==> src/tmrcc_pkg.sv <==
/*
 * Package for the timer/counter control interface: register offsets,
 * field positions, reset values, codes and the packed carriers.
 * Assumes a 32-bit AXI4-Lite register bus and a single core clock.
 */
`default_nettype none
package tmrcc_pkg;
	// Block layout: two blocks of three channels, channel window of 64 bytes.
	localparam int NUM_BLOCKS = 2;
	localparam int CH_PER_BLOCK = 3;
	localparam int NUM_CH = NUM_BLOCKS * CH_PER_BLOCK;
	localparam logic [31:0] BLOCK0_BASE_DEF = 32'hFFFD0000;
	localparam logic [31:0] BLOCK1_BASE_DEF = 32'hFFFD4000;
	localparam logic [1:0] BLOCK_REG_WIN = 2'h3;
	// Channel register offsets, relative to the channel window.
	localparam logic [7:0] OFF_CCR = 8'h00;
	localparam logic [7:0] OFF_CMR = 8'h04;
	localparam logic [7:0] OFF_CV = 8'h10;
	localparam logic [7:0] OFF_RA = 8'h14;
	localparam logic [7:0] OFF_RB = 8'h18;
	localparam logic [7:0] OFF_RC = 8'h1C;
	localparam logic [7:0] OFF_SR = 8'h20;
	localparam logic [7:0] OFF_IER = 8'h24;
	localparam logic [7:0] OFF_IDR = 8'h28;
	localparam logic [7:0] OFF_IMR = 8'h2C;
	// Block register offsets.
	localparam logic [7:0] OFF_BCR = 8'hC0;
	localparam logic [7:0] OFF_BMR = 8'hC4;
	// Command bits.
	localparam int CMD_CLK_ON = 0;
	localparam int CMD_CLK_OFF = 1;
	localparam int CMD_SOFT_TRIG = 2;
	localparam int BCR_SYNC = 0;
	// Channel mode fields.
	localparam int CMR_CLKS = 0;
	localparam int CMR_EDGE_INV = 3;
	localparam int CMR_BURST = 4;
	localparam int CMR_STOP_ON_B = 6;
	localparam int CMR_DIS_ON_B = 7;
	localparam int CMR_TRIG_EDGE = 8;
	localparam int CMR_TRIG_LINE = 10;
	localparam int CMR_PERIOD_TRIG = 14;
	localparam int CMR_WAVE = 15;
	localparam int CMR_FIRST_LOAD = 16;
	localparam int CMR_SECOND_LOAD = 18;
	localparam logic [31:0] CMR_RST = 32'h00000000;
	// Block routing register: three 2-bit fields.
	localparam int BMR_W = 6;
	localparam logic [5:0] BMR_RST = 6'h00;
	localparam logic [1:0] ROUTE_PIN = 2'h0;
	localparam logic [1:0] ROUTE_NONE = 2'h1;
	localparam logic [1:0] ROUTE_LOW = 2'h2;
	localparam logic [1:0] ROUTE_HIGH = 2'h3;
	// Prescaler taps for master clock divided by 2, 8, 32, 128 and 1024.
	localparam int PRE_W = 10;
	localparam int DIV2_BIT = 0;
	localparam int DIV8_BIT = 2;
	localparam int DIV32_BIT = 4;
	localparam int DIV128_BIT = 6;
	localparam int DIV1024_BIT = 9;
	// Edge codes.
	localparam logic [1:0] EDGE_RISE = 2'h1;
	localparam logic [1:0] EDGE_FALL = 2'h2;
	// Status bit of the clock enable state.
	localparam int SR_CLKSTA = 16;
	localparam int FLAG_W = 6;
	localparam logic [15:0] CV_MAX = 16'hFFFF;
	localparam logic [1:0] RESP_OKAY = 2'h0;
	localparam logic [1:0] RESP_SLVERR = 2'h2;

	// Decoded bus address.
	typedef struct packed {
		logic hit;
		logic blk;
		logic [1:0] ch;
		logic [7:0] off;
		logic [7:0] roff;
	} tmrcc_addr_t;

	// Sticky status flags, low six bits of the status word.
	typedef struct packed {
		logic etrgs;
		logic ldrbs;
		logic ldras;
		logic cpcs;
		logic ovrun;
		logic covfs;
	} tmrcc_flags_t;
endpackage : tmrcc_pkg
`default_nettype wire

==> src/tmrcc_top.sv <==
/*
 * Two timer blocks of three 16-bit capture channels behind an AXI4-Lite
 * slave: block sync command, clock routing, channel commands, clock
 * selection, gating, triggers, capture loads and sticky status.
 * Assumes all pins are synchronous to core_clk and that the bus master
 * keeps at most one write and one read under way.
 */
`default_nettype none
// Operation
// - Two blocks, each decoded from own base
// - Channels at 0x00, 0x40, 0x80 in block
// - Block sync bit triggers all three channels
// - Line 0 route: pin0, none, ch1 A, ch2 A
// - Line 1 route: pin1, none, ch0 A, ch2 A
// - Line 2 route: pin2, none, ch0 A, ch1 A
// - Enable bit starts clock unless disable set
// - Disable bit stops the counter clock
// - Software trigger resets counter, starts clock
// - Clock select: five dividers, three external lines
// - Invert bit picks falling counting edge
// - Gating field ANDs clock with external line
// - Second load stops clock when enabled
// - Second load disables clock when enabled
// - Trigger edge: none, rise, fall, both
// - Trigger line: B when zero, A when one
// - Period match triggers when enabled
// - Mode bit picks capture or waveform
// - First load edge field on line A
// - Second load edge field on line A
// - Capture registers read-only in capture mode
// - Every trigger zeroes counter, starts clock
// - Loads alternate first, second, since trigger
// - Unread reload overwrites and flags overrun
module tmrcc_top
	import tmrcc_pkg::*;
#(
	parameter logic [31:0] BLOCK0_BASE = BLOCK0_BASE_DEF,
	parameter logic [31:0] BLOCK1_BASE = BLOCK1_BASE_DEF
) (
	// Clock and reset.
	input wire logic core_clk,
	input wire logic rstn,
	// AXI4-Lite write channels.
	input wire logic [31:0] s_axi_awaddr,
	input wire logic s_axi_awvalid,
	output logic s_axi_awready,
	input wire logic [31:0] s_axi_wdata,
	input wire logic [3:0] s_axi_wstrb,
	input wire logic s_axi_wvalid,
	output logic s_axi_wready,
	output logic [1:0] s_axi_bresp,
	output logic s_axi_bvalid,
	input wire logic s_axi_bready,
	// AXI4-Lite read channels.
	input wire logic [31:0] s_axi_araddr,
	input wire logic s_axi_arvalid,
	output logic s_axi_arready,
	output logic [31:0] s_axi_rdata,
	output logic [1:0] s_axi_rresp,
	output logic s_axi_rvalid,
	input wire logic s_axi_rready,
	// Pins, index is block * 3 + channel.
	input wire logic [5:0] clock_pin,
	input wire logic [5:0] io_line_a,
	input wire logic [5:0] io_line_b
);

	////////////////////////////////////////////////////////////////////////
	// Helper functions.

	// Decodes a byte address into block, channel window and offset.
	function automatic tmrcc_addr_t decode(input logic [31:0] a);
		tmrcc_addr_t d;
		d.blk = (a[31:8] == BLOCK1_BASE[31:8]);
		d.ch = a[7:6];
		d.off = {a[7:2], 2'b00};
		d.roff = {2'b00, a[5:2], 2'b00};
		d.hit = (d.blk || (a[31:8] == BLOCK0_BASE[31:8]))
			&& (d.ch != BLOCK_REG_WIN || a[5:3] == 3'h0);
		return d;
	endfunction : decode

	// Merges write data into an old value under the byte strobes.
	function automatic logic [31:0] wmask(input logic [31:0] old, input logic [31:0] wd,
			input logic [3:0] strb);
		logic [31:0] m;
		m = {{8{strb[3]}}, {8{strb[2]}}, {8{strb[1]}}, {8{strb[0]}}};
		return (old & ~m) | (wd & m);
	endfunction : wmask

	// Edge code bit 0 takes rising edges, bit 1 falling edges.
	function automatic logic edge_hit(input logic [1:0] code, input logic prev,
			input logic cur);
		return (code[0] & !prev & cur) | (code[1] & prev & !cur);
	endfunction : edge_hit

	// Level of the selected counting clock.
	function automatic logic clk_level(input logic [2:0] sel, input logic [PRE_W-1:0] pre,
			input logic [2:0] x);
		unique case (sel)
			3'h0: return pre[DIV2_BIT];
			3'h1: return pre[DIV8_BIT];
			3'h2: return pre[DIV32_BIT];
			3'h3: return pre[DIV128_BIT];
			3'h4: return pre[DIV1024_BIT];
			3'h5: return x[0];
			3'h6: return x[1];
			3'h7: return x[2];
		endcase
	endfunction : clk_level

	// Gate term: open for code 0, else the chosen external line.
	function automatic logic gate_ok(input logic [1:0] code, input logic [2:0] x);
		unique case (code)
			2'h0: return 1'b1;
			2'h1: return x[0];
			2'h2: return x[1];
			2'h3: return x[2];
		endcase
	endfunction : gate_ok

	// Routes one external clock line from its four sources.
	function automatic logic route(input logic [1:0] code, input logic pin,
			input logic lo, input logic hi);
		unique case (code)
			ROUTE_PIN: return pin;
			ROUTE_NONE: return 1'b0;
			ROUTE_LOW: return lo;
			ROUTE_HIGH: return hi;
		endcase
	endfunction : route

	////////////////////////////////////////////////////////////////////////
	// AXI4-Lite slave.

	logic aw_full;
	logic w_full;
	logic [31:0] aw_addr;
	logic [31:0] w_data;
	logic [3:0] w_strb;
	logic wr_go;
	logic rd_go;
	tmrcc_addr_t wd;
	tmrcc_addr_t rdd;
	logic [31:0] rd_word;

	assign wr_go = aw_full && w_full && !s_axi_bvalid;
	assign rd_go = s_axi_arvalid && s_axi_arready;
	assign wd = decode(aw_addr);
	assign rdd = decode(s_axi_araddr);

	// Address and data are held separately so either may come first.
	always_ff @(posedge core_clk) begin
		if (!rstn) begin
			s_axi_awready <= 1'b0;
			s_axi_wready <= 1'b0;
			aw_full <= 1'b0;
			w_full <= 1'b0;
			aw_addr <= 32'h00000000;
			w_data <= 32'h00000000;
			w_strb <= 4'h0;
		end else begin
			if (s_axi_awvalid && s_axi_awready) begin
				aw_full <= 1'b1;
				aw_addr <= s_axi_awaddr;
				s_axi_awready <= 1'b0;
			end else if (wr_go) begin
				aw_full <= 1'b0;
			end else if (!aw_full && !s_axi_bvalid) begin
				s_axi_awready <= 1'b1;
			end
			if (s_axi_wvalid && s_axi_wready) begin
				w_full <= 1'b1;
				w_data <= s_axi_wdata;
				w_strb <= s_axi_wstrb;
				s_axi_wready <= 1'b0;
			end else if (wr_go) begin
				w_full <= 1'b0;
			end else if (!w_full && !s_axi_bvalid) begin
				s_axi_wready <= 1'b1;
			end
		end
	end

	// Write response; addresses outside both blocks answer SLVERR.
	always_ff @(posedge core_clk) begin
		if (!rstn) begin
			s_axi_bvalid <= 1'b0;
			s_axi_bresp <= RESP_OKAY;
		end else if (wr_go) begin
			s_axi_bvalid <= 1'b1;
			s_axi_bresp <= wd.hit ? RESP_OKAY : RESP_SLVERR;
		end else if (s_axi_bready) begin
			s_axi_bvalid <= 1'b0;
		end
	end

	// Read channel; data is sampled at the address handshake.
	always_ff @(posedge core_clk) begin
		if (!rstn) begin
			s_axi_arready <= 1'b0;
			s_axi_rvalid <= 1'b0;
			s_axi_rdata <= 32'h00000000;
			s_axi_rresp <= RESP_OKAY;
		end else if (rd_go) begin
			s_axi_arready <= 1'b0;
			s_axi_rvalid <= 1'b1;
			s_axi_rdata <= rd_word;
			s_axi_rresp <= rdd.hit ? RESP_OKAY : RESP_SLVERR;
		end else if (s_axi_rvalid) begin
			s_axi_rvalid <= !s_axi_rready;
		end else begin
			s_axi_arready <= 1'b1;
		end
	end

	////////////////////////////////////////////////////////////////////////
	// Shared state and block registers.

	logic [PRE_W-1:0] pre;
	logic [BMR_W-1:0] bmr [NUM_BLOCKS];
	logic [NUM_BLOCKS-1:0][2:0] xc;
	logic [NUM_BLOCKS-1:0] sync;
	logic [31:0] mode [NUM_CH];
	logic [15:0] cv [NUM_CH];
	logic [15:0] ra [NUM_CH];
	logic [15:0] rb [NUM_CH];
	logic [15:0] rc [NUM_CH];
	tmrcc_flags_t flg [NUM_CH];
	logic [FLAG_W-1:0] imr [NUM_CH];
	logic [NUM_CH-1:0] en, run, wait_b, trig, lda, ldb, cnt, rc_hit, etrg;
	logic [NUM_CH-1:0] wsel, rsel;

	// Free-running prescaler; its taps are the divided master clocks.
	always_ff @(posedge core_clk) begin
		if (!rstn) begin
			pre <= '0;
		end else begin
			pre <= pre + PRE_W'(1);
		end
	end

	for (genvar b = 0; b < NUM_BLOCKS; b++) begin : g_blk
		logic bsel;
		assign bsel = wr_go && wd.hit && wd.blk == 1'(b) && wd.ch == BLOCK_REG_WIN;
		// The sync bit acts only in its write cycle and holds no state.
		assign sync[b] = bsel && wd.off == OFF_BCR && w_strb[0]
			&& w_data[BCR_SYNC];

		// Routing register.
		always_ff @(posedge core_clk) begin
			if (!rstn) begin
				bmr[b] <= BMR_RST;
			end else if (bsel && wd.off == OFF_BMR) begin
				bmr[b] <= BMR_W'(wmask(32'(bmr[b]), w_data, w_strb));
			end
		end

		// Each line picks its pin or the A line of one of two other channels.
		for (genvar k = 0; k < CH_PER_BLOCK; k++) begin : g_line
			localparam int LO = (k == 0) ? 1 : 0;
			localparam int HI = (k == 2) ? 1 : 2;
			assign xc[b][k] = route(bmr[b][2*k +: 2], clock_pin[b*3+k],
				io_line_a[b*3+LO], io_line_a[b*3+HI]);
		end
	end

	////////////////////////////////////////////////////////////////////////
	// Channels.

	for (genvar i = 0; i < NUM_CH; i++) begin : g_ch
		localparam int B = i / CH_PER_BLOCK;
		logic [31:0] m;
		logic cap, lvl, lvl_prev, ext, ext_prev, a_prev, ccr, soft_trig, ovr, st_rd;
		logic [FLAG_W-1:0] set, clr;

		assign wsel[i] = wr_go && wd.hit && wd.blk == 1'(B)
			&& wd.ch == 2'(i % CH_PER_BLOCK);
		assign rsel[i] = rd_go && rdd.hit && rdd.blk == 1'(B)
			&& rdd.ch == 2'(i % CH_PER_BLOCK);
		assign m = mode[i];
		assign cap = !m[CMR_WAVE];
		assign ccr = wsel[i] && wd.roff == OFF_CCR && w_strb[0];
		assign soft_trig = ccr && w_data[CMD_SOFT_TRIG];
		// Selected, gated clock; counted on the edge the invert bit names.
		assign lvl = clk_level(m[CMR_CLKS +: 3], pre, xc[B])
			& gate_ok(m[CMR_BURST +: 2], xc[B]);
		// A second load that stops or disables the clock also swallows a count in
		// its own cycle, so the counter keeps the value captured in B.
		assign cnt[i] = en[i] && run[i]
			&& !(ldb[i] && (m[CMR_STOP_ON_B] || m[CMR_DIS_ON_B]))
			&& edge_hit(m[CMR_EDGE_INV] ? EDGE_FALL : EDGE_RISE, lvl_prev, lvl);
		assign rc_hit[i] = cnt[i] && cv[i] == rc[i];
		assign ext = m[CMR_TRIG_LINE] ? io_line_a[i] : io_line_b[i];
		assign etrg[i] = cap && edge_hit(m[CMR_TRIG_EDGE +: 2], ext_prev, ext);
		// Loads alternate: A waits for B and B waits for A.
		assign lda[i] = cap && !wait_b[i]
			&& edge_hit(m[CMR_FIRST_LOAD +: 2], a_prev, io_line_a[i]);
		assign ldb[i] = cap && wait_b[i]
			&& edge_hit(m[CMR_SECOND_LOAD +: 2], a_prev, io_line_a[i]);
		assign trig[i] = soft_trig || sync[B] || etrg[i]
			|| (rc_hit[i] && m[CMR_PERIOD_TRIG]);

		// Sampled history for edge detection; pins are already synchronous.
		always_ff @(posedge core_clk) begin
			if (!rstn) begin
				lvl_prev <= 1'b0;
				ext_prev <= 1'b0;
				a_prev <= 1'b0;
			end else begin
				lvl_prev <= lvl;
				ext_prev <= ext;
				a_prev <= io_line_a[i];
			end
		end

		// Clock enable: disable, by command or second load, wins over enable.
		always_ff @(posedge core_clk) begin
			if (!rstn) begin
				en[i] <= 1'b0;
			end else if ((ccr && w_data[CMD_CLK_OFF])
					|| (ldb[i] && m[CMR_DIS_ON_B])) begin
				en[i] <= 1'b0;
			end else if (ccr && w_data[CMD_CLK_ON]) begin
				en[i] <= 1'b1;
			end
		end

		// Run state: a trigger starts the clock, a second load may stop it.
		always_ff @(posedge core_clk) begin
			if (!rstn) begin
				run[i] <= 1'b0;
			end else if (trig[i]) begin
				run[i] <= 1'b1;
			end else if (ldb[i] && m[CMR_STOP_ON_B]) begin
				run[i] <= 1'b0;
			end
		end

		// Counter; it wraps at the top and flags the overflow.
		always_ff @(posedge core_clk) begin
			if (!rstn) begin
				cv[i] <= 16'h0000;
			end else if (trig[i]) begin
				cv[i] <= 16'h0000;
			end else if (cnt[i]) begin
				cv[i] <= cv[i] + 16'h0001;
			end
		end

		// Load sequencing, reset by any trigger.
		always_ff @(posedge core_clk) begin
			if (!rstn) begin
				wait_b[i] <= 1'b0;
			end else if (trig[i]) begin
				wait_b[i] <= 1'b0;
			end else if (lda[i]) begin
				wait_b[i] <= 1'b1;
			end else if (ldb[i]) begin
				wait_b[i] <= 1'b0;
			end
		end

		// Mode and compare registers; A and B take software data only in
		// waveform mode, so a capture cannot be clobbered by a stray write.
		always_ff @(posedge core_clk) begin
			if (!rstn) begin
				mode[i] <= CMR_RST;
				ra[i] <= 16'h0000;
				rb[i] <= 16'h0000;
				rc[i] <= 16'h0000;
			end else begin
				if (wsel[i] && wd.roff == OFF_CMR) begin
					mode[i] <= wmask(m, w_data, w_strb);
				end
				if (wsel[i] && wd.roff == OFF_RC) begin
					rc[i] <= 16'(wmask(32'(rc[i]), w_data, w_strb));
				end
				if (lda[i]) begin
					ra[i] <= cv[i];
				end else if (wsel[i] && wd.roff == OFF_RA && !cap) begin
					ra[i] <= 16'(wmask(32'(ra[i]), w_data, w_strb));
				end
				if (ldb[i]) begin
					rb[i] <= cv[i];
				end else if (wsel[i] && wd.roff == OFF_RB && !cap) begin
					rb[i] <= 16'(wmask(32'(rb[i]), w_data, w_strb));
				end
			end
		end

		// Sticky flags: a status read clears all, a read of A or B clears its
		// load flag, and a new event in that cycle still sets its bit.
		assign ovr = (lda[i] && flg[i].ldras) || (ldb[i] && flg[i].ldrbs);
		assign st_rd = rsel[i] && rdd.roff == OFF_SR;
		assign set = {etrg[i], ldb[i], lda[i], rc_hit[i], ovr, cnt[i] && cv[i] == CV_MAX};
		assign clr = st_rd ? {FLAG_W{1'b1}}
			: {1'b0, rsel[i] && rdd.roff == OFF_RB, rsel[i] && rdd.roff == OFF_RA, 3'h0};
		always_ff @(posedge core_clk) begin
			if (!rstn) begin
				flg[i] <= '0;
			end else begin
				flg[i] <= tmrcc_flags_t'((flg[i] & ~clr) | set);
			end
		end

		// Interrupt mask, set and cleared through separate write-only words.
		always_ff @(posedge core_clk) begin
			if (!rstn) begin
				imr[i] <= '0;
			end else if (wsel[i] && wd.roff == OFF_IER) begin
				imr[i] <= imr[i] | w_data[FLAG_W-1:0];
			end else if (wsel[i] && wd.roff == OFF_IDR) begin
				imr[i] <= imr[i] & ~w_data[FLAG_W-1:0];
			end
		end
	end

	////////////////////////////////////////////////////////////////////////
	// Read data; write-only and reserved words read as zero.

	always_comb begin
		logic [2:0] ci;
		ci = 3'(rdd.blk) * 3'h3 + 3'(rdd.ch);
		rd_word = 32'h00000000;
		if (rdd.hit && rdd.ch == BLOCK_REG_WIN) begin
			if (rdd.off == OFF_BMR) begin
				rd_word = 32'(bmr[rdd.blk]);
			end
		end else if (rdd.hit) begin
			case (rdd.roff)
				OFF_CMR: rd_word = mode[ci];
				OFF_CV: rd_word = 32'(cv[ci]);
				OFF_RA: rd_word = 32'(ra[ci]);
				OFF_RB: rd_word = 32'(rb[ci]);
				OFF_RC: rd_word = 32'(rc[ci]);
				OFF_SR: rd_word = 32'(flg[ci]) | (32'(en[ci]) << SR_CLKSTA);
				OFF_IMR: rd_word = 32'(imr[ci]);
				default: rd_word = 32'h00000000;
			endcase
		end
	end

	logic soft_trig_w0;
	assign soft_trig_w0 = wsel[0] && wd.roff == OFF_CCR && w_strb[0] && w_data[CMD_SOFT_TRIG];

	logic ovr_seen;
	assign ovr_seen = flg[0].ovrun;
endmodule : tmrcc_top
`default_nettype wire

==> config.mk <==
export PLATFORM = sky130hd
export DESIGN_NAME = tmrcc_top
export DESIGN_NICKNAME = d
export VERILOG_FILES = /design/src/tmrcc_pkg.sv /design/src/tmrcc_top.sv
export SDC_FILE = /design/constraint.sdc
export NUM_CORES = 2
export LEC_CHECK = 0
export ABC_AREA = 1
export ABC_CLOCK_PERIOD_IN_PS = 12700
export BUFFER_PORTS_ARGS = -buffer_cell sky130_fd_sc_hd__buf_2
export CAP_MARGIN = 20
export CORE_UTILIZATION = 40
export DETAILED_ROUTE_END_ITERATION = 6
export GPL_TIMING_DRIVEN = 0
export PLACE_DENSITY_LB_ADDON = 0.2
export SLEW_MARGIN = 40
export SYNTH_ARGS = -nofsm -noshare
export SYNTH_HDL_FRONTEND = slang
export SYNTH_SLANG_ARGS = --single-unit
==> constraint.sdc <==
create_clock -name core_clk -period 12.7 [get_ports core_clk]
set_input_delay 2.54 -clock core_clk [delete_from_list [all_inputs] [get_ports core_clk]]
set_output_delay 2.54 -clock core_clk [all_outputs]
set_load 0.05 [all_outputs]
Word level (Yosys, flattened, before mapping). Memory sizes are Yosys's and may differ from the RTL's. Cells that the tools add are included.

Flip-flop bits (word level): 157. RAM bits: 660. Output and inout port bits: 41. Memories kept: 8.

Add/subtract/negate cells: 8. Multipliers: 1. Order comparisons: 1. Equality and inequality tests: 118. Muxes and demuxes: 355. Bitwise gates (word level): 284. Reduce and logical (&&, ||, !) cells: 383.

Memory list: mode (words 6, width 32, rd ports 7, clocked after Yosys merged registers in 0, wr ports 6, line tmrcc_top.sv:224) `logic [31:0] mode [NUM_CH];`; cv (words 6, width 16, rd ports 7, clocked after Yosys merged registers in 0, wr ports 6, line tmrcc_top.sv:225) `logic [15:0] cv [NUM_CH];`; ra (words 6, width 16, rd ports 7, clocked after Yosys merged registers in 0, wr ports 6, line tmrcc_top.sv:226) `logic [15:0] ra [NUM_CH];`; rb (words 6, width 16, rd ports 7, clocked after Yosys merged registers in 0, wr ports 6, line tmrcc_top.sv:227) `logic [15:0] rb [NUM_CH];`; rc (words 6, width 16, rd ports 7, clocked after Yosys merged registers in 0, wr ports 6, line tmrcc_top.sv:228) `logic [15:0] rc [NUM_CH];`; flg (words 6, width 6, rd ports 7, clocked after Yosys merged registers in 0, wr ports 6, line tmrcc_top.sv:229) `tmrcc_flags_t flg [NUM_CH];`; 2 more memories.

Operators with widths (number): $mux 16 (42); $and 16x16->16 (18); $or 16x16->16 (18); $mux 32 (8); $mux 1 (250); $logic_and 1x1->1 (230); $and 32x32->32 (7); $pmux 32 s7 (1); $or 32x32->32 (6); $mux 6 (27); $and 1x1->1 (102); $add 16x1->16 const B (6); $eq 16x16->1 (6); $eq 16x16->1 const B (6); $eq 24x24->1 const B (4); $or 1x1->1 (92); $and 6x6->6 (14); $or 6x6->6 (14); $eq 3x3->1 const B (24); $logic_not 1->1 (58); $eq 2x2->1 const B (28); $pmux 1 s4 (12); $pmux 1 s8 (6); $not 6->6 (7); 24 further kinds (164).

Depth between registers and ports, before layout.
Word-level depth: 17. Depth in mapped cells: 24.

Worst setup path after synthesis. No wires, ideal clock.

Path type: input -> register. Start: input s_axi_araddr[16]. End: register s_axi_rdata[5]. Library setup time: 109 ps. Data arrival time: 5245 ps. Setup slack: 7346 ps. Stages: 24. Path buffers: 3. Path through: inv_1 nor2_1 nand3_1 nor2_1 nand2_1 nor4_2 nand2_1 inv_1 ha_1 inv_1 fa_1 buf_2 inv_1 buf_2 clkbuf_1 o211ai_1 nand3_1 o21ai_0 nor2_1 nand3b_1 nand2_1 nand3_1 nand2_1 inv_1.

Longest elaborated chain between the ends: 8. Elaborated cells on any way between the ends: 20.

RTL lines: start, declared (line tmrcc_top.sv:55) `input wire logic [31:0] s_axi_araddr,`; $eq 24x24->1 (line tmrcc_top.sv:74) `d.blk = (a[31:8] == BLOCK1_BASE[31:8]);`; $mul 1x2->3 (line tmrcc_top.sv:424) `ci = 3'(rdd.blk) * 3'h3 + 3'(rdd.ch);`; $add 3x2->3 (line tmrcc_top.sv:424); $mem_v2 6x6; $or 6x17->17 (line tmrcc_top.sv:437) `OFF_SR: rd_word = 32'(flg[ci]) | (32'(en[ci]) << SR_CLKSTA);`; $pmux 32 s7 (line tmrcc_top.sv:431) `case (rdd.roff)`; $mux 32 (line tmrcc_top.sv:430) `end else if (rdd.hit) begin`; $mux 32 (*) (line tmrcc_top.sv:426) `if (rdd.hit && rdd.ch == BLOCK_REG_WIN) begin`; end signal, assigned (line tmrcc_top.sv:208) `s_axi_rdata <= rd_word;`; end, declared (line tmrcc_top.sv:58) `output logic [31:0] s_axi_rdata,`.

Every way passes the cells marked *; elsewhere a longest branch is shown, timed or not. A chain may end at the register's enable or synchronous reset.

Final worst setup path.
Start: input s_axi_araddr[17]. End: register s_axi_rdata[0].

The elaborated chain is that of the path after synthesis.

==> results.sh <==
export IMPL_rsz0062_at_grt="no"
export IMPL_path_cells="buf_2 > nor2_1 > nand3_1 > nor2_1 > nand2_1 > nor4_4 > nand2_1 > inv_1 > ha_1 > inv_1 > fa_1 > buf_2 > buf_2 > clkbuf_2 > o21ai_0 > o211ai_1 > nand3_1 > o211ai_1 > o21ai_0 > a21oi_1"
export IMPL_cts_sinks=813
export IMPL_yosysUniqueCellTypes=66
export IMPL_cts_buffers_inserted=95
export IMPL_cts_root_buf="clkbuf_16"
export IMPL_async_reset_ff_frac=0
export IMPL_syn_area_per_cell_um2=8.55
export IMPL_min_path_type="reg -> reg"
export IMPL_cts_buffer_depth=3
export IMPL_antenna_found_initial=19
export IMPL_leakage_uw=0.0200
export IMPL_syn_cell_area_um2=44500
export IMPL_crit_top_cell="buf_2"
export IMPL_synth_edf_count=624
export IMPL_rows=121
export IMPL_yosysTopAreaCell="edfxtp_1"
export IMPL_reg2regPathDepth=11
export IMPL_report_final_slew_viol_count=0
export IMPL_num_fill_cells=11000
export IMPL_die_y_um=336
export IMPL_tightest_slew_ns=1.03
export IMPL_finalCritPeriodShare=0.613
export IMPL_fmaxAchievable_mhz=129
export IMPL_rr_endpoint="cv[1][2]"
export IMPL_slowest_delay_ns=0.70
export IMPL_synthToLayoutAreaGrowth_pct=15.9
export IMPL_r2r_setup_slack_ns=8.79
export IMPL_cts_resized=0
export IMPL_cp_arrival_ns=8.43
export IMPL_multi_input_area_um2=19000
export IMPL_final_area_um2=51600
export IMPL_outcome="finished, final reports clean"
export IMPL_yosys_warnings=0
export IMPL_critical_path_buf_inv_count=6
export IMPL_cp_end_kind="flop"
export IMPL_seq_area_um2=22500
export IMPL_die_w_um=336
export IMPL_place_hpwl_um=189000
export IMPL_grt_pass1_vias=40500
export IMPL_ant_nets=0
export IMPL_holdPathEnd="aw_addr[17]"
export IMPL_drc=0
export IMPL_grt_total_usage=0.431
export IMPL_fin_setup_tns_ns=0
export IMPL_fp_dieArea_um2=113000
export IMPL_slew_headroom=0.313
export IMPL_core_area_um2=110000
export IMPL_r2r_start="cv[1][7]"
export IMPL_dpl_cell_area_um2=48300
export IMPL_synth_area_leaders="edfxtp_1, dfxtp_1, a21oi_1"
export IMPL_yosysSeqAreaShare=0.506
export IMPL_min_period_ns=7.78
export IMPL_min_path_cells=2
export IMPL_startpoint_type="input port"
export IMPL_path_clk_slew_ns=0.06
export IMPL_skew_ns=0.0240
export IMPL_report_final_setup_viol=0
export IMPL_initial_utilization=0.406
export IMPL_postCtsHoldBufs=0
export IMPL_vdd_ir_drop_max_mv=0.0942
export IMPL_cts_tree="built"
export IMPL_vias=44500
export IMPL_synth_ff_type="edfxtp_1"
export IMPL_first_pass_iters=7
export IMPL_grt_pass1_wl_um=330000
export IMPL_synth_cells=5204
export IMPL_io_pins=166
export IMPL_path_class="in -> reg"
export IMPL_vias_per_cell=6.29
export IMPL_powerDensity_nw_per_um2=135
export IMPL_overflow=0
export IMPL_drive_above_1_share=0.139
export IMPL_maxCapViolCount=0
export IMPL_ys_seq_elements=813
export IMPL_io_buffers=159
export IMPL_grt_max_degree=17
export IMPL_routabilityCongestion=1.07
export IMPL_wirelength_um=248000
export IMPL_drt_iter0_drc=7182
export IMPL_cts_setup_buffers=0
export IMPL_hold_viol=0
export IMPL_crit_family="buffers and inverters"
export IMPL_hold_start="aw_addr[17]"
export IMPL_fin_nets=5635
export IMPL_synthTopCellsByCount="nand2_1, nor2_1, a21oi_1, edfxtp_1, inv_1"
export IMPL_path_max_fanout=10
export IMPL_synth_top_area_share=0.421
export IMPL_synth_most_common_cell="nand2_1"
export IMPL_wire_per_inst_um=35.0
export IMPL_slowest_stage="fa_1"
export IMPL_cts_max_level=3
export IMPL_critPathRequiredTime_ns=13.35
export IMPL_clk_latency_ns=0.73
[how the worst max path moves through the flow]
stage	start	to	slack, ns	cells after the start
4_1_cts	s_axi_araddr[17]	s_axi_rdata[0]	5.47	20
3_3_place_gp	s_axi_araddr[17]	s_axi_rdata[0]	3.97	20
3_5_place_dp	s_axi_araddr[17]	s_axi_rdata[0]	4.73	20
2_1_floorplan	s_axi_araddr[16]	s_axi_rdata[5]	7.35	24
6_report	s_axi_araddr[17]	s_axi_rdata[0]	4.92	20
5_1_grt	s_axi_araddr[16]	s_axi_rdata[0]	5.08	21
[routing by layer]
layer / wire (um) / global-route usage / vias to the layer above
met5: 361 / 0.0143 / -
met4: 22500 / 0.327 / 20
met3: 34900 / 0.167 / 915
met2: 100000 / 0.609 / 3569
met1: 90000 / 0.525 / 21400
li1: - / - / 18600
[layout by cell type (no fill, tap or decap), types with 28 or more instances in the layout]
master,count
xnor2_1,46
clkbuf_16,95
nand4_1,62
xor2_1,101
o22ai_2,30
clkbuf_1,115
buf_2,250
a22oi_1,29
o211ai_1,49
dfxtp_1,189
inv_1,467
nand2_1,793
clkbuf_2,117
nor2_4,48
o22ai_1,166
nand3_1,209
nor2_1,752
nor3_1,43
o21ai_0,306
o21ai_1,51
edfxtp_1,624
a21oi_1,639
nor2_2,28
[power by group]
part / switching (uW) / total (uW) / internal [uW]
Combinational: 674 / 892 / 218
Clock: 1260 / 2950 / 1690
Sequential: 119 / 3110 / 2990
Total: 2050 / 6950 / 4900
[layout make-up]
| class | instances | area share |
|---|---|---|
| buffer | 314 | 0.0299 |
| clock buffer | 128 | 0.0505 |
| clock inverter | 49 | 0.0127 |
| tap | 1476 | 0.0358 |
| sequential | 813 | 0.437 |
| antenna | 13 | 0.000631 |
| inverter | 484 | 0.0353 |
| multi-input combinational | 3594 | 0.369 |
| timing repair buffer | 199 | 0.0296 |
[worst register-to-register path: cells and delay by family (launching register included)]
kind | cells | cell delay [ns]
simple gates | 7 | 2.08
flops | 1 | 0.58
buf+inv | 4 | 0.96
[stage by stage]
step                instances  worst slack, ns  utilization  hold slack (ns)  power [uW]
floorplan                5205             7.35            -            0.429        3550
global placement         6840             3.97        0.430            0.443        3970
detailed placement       6880             4.73        0.440            0.448        4000
CTS                      7057             5.47        0.470            0.456        6890
global route             7057             5.08        0.470            0.477        7060
finish                   7070             4.92        0.470            0.454        6950
[kinds of logic after synthesis]
| family | share of synthesized area |
|---|---|
| AO/OA/AOI/OAI | 0.181 |
| multiplexers | 0.00405 |
| flip-flops | 0.506 |
| other | 0.0000843 |
| adder cells (fa/ha/maj) | 0.00270 |
| buffers and inverters | 0.0719 |
| XOR/XNOR | 0.0289 |
| AND/OR/NAND/NOR | 0.205 |
Power figures use the tool's default switching activity.
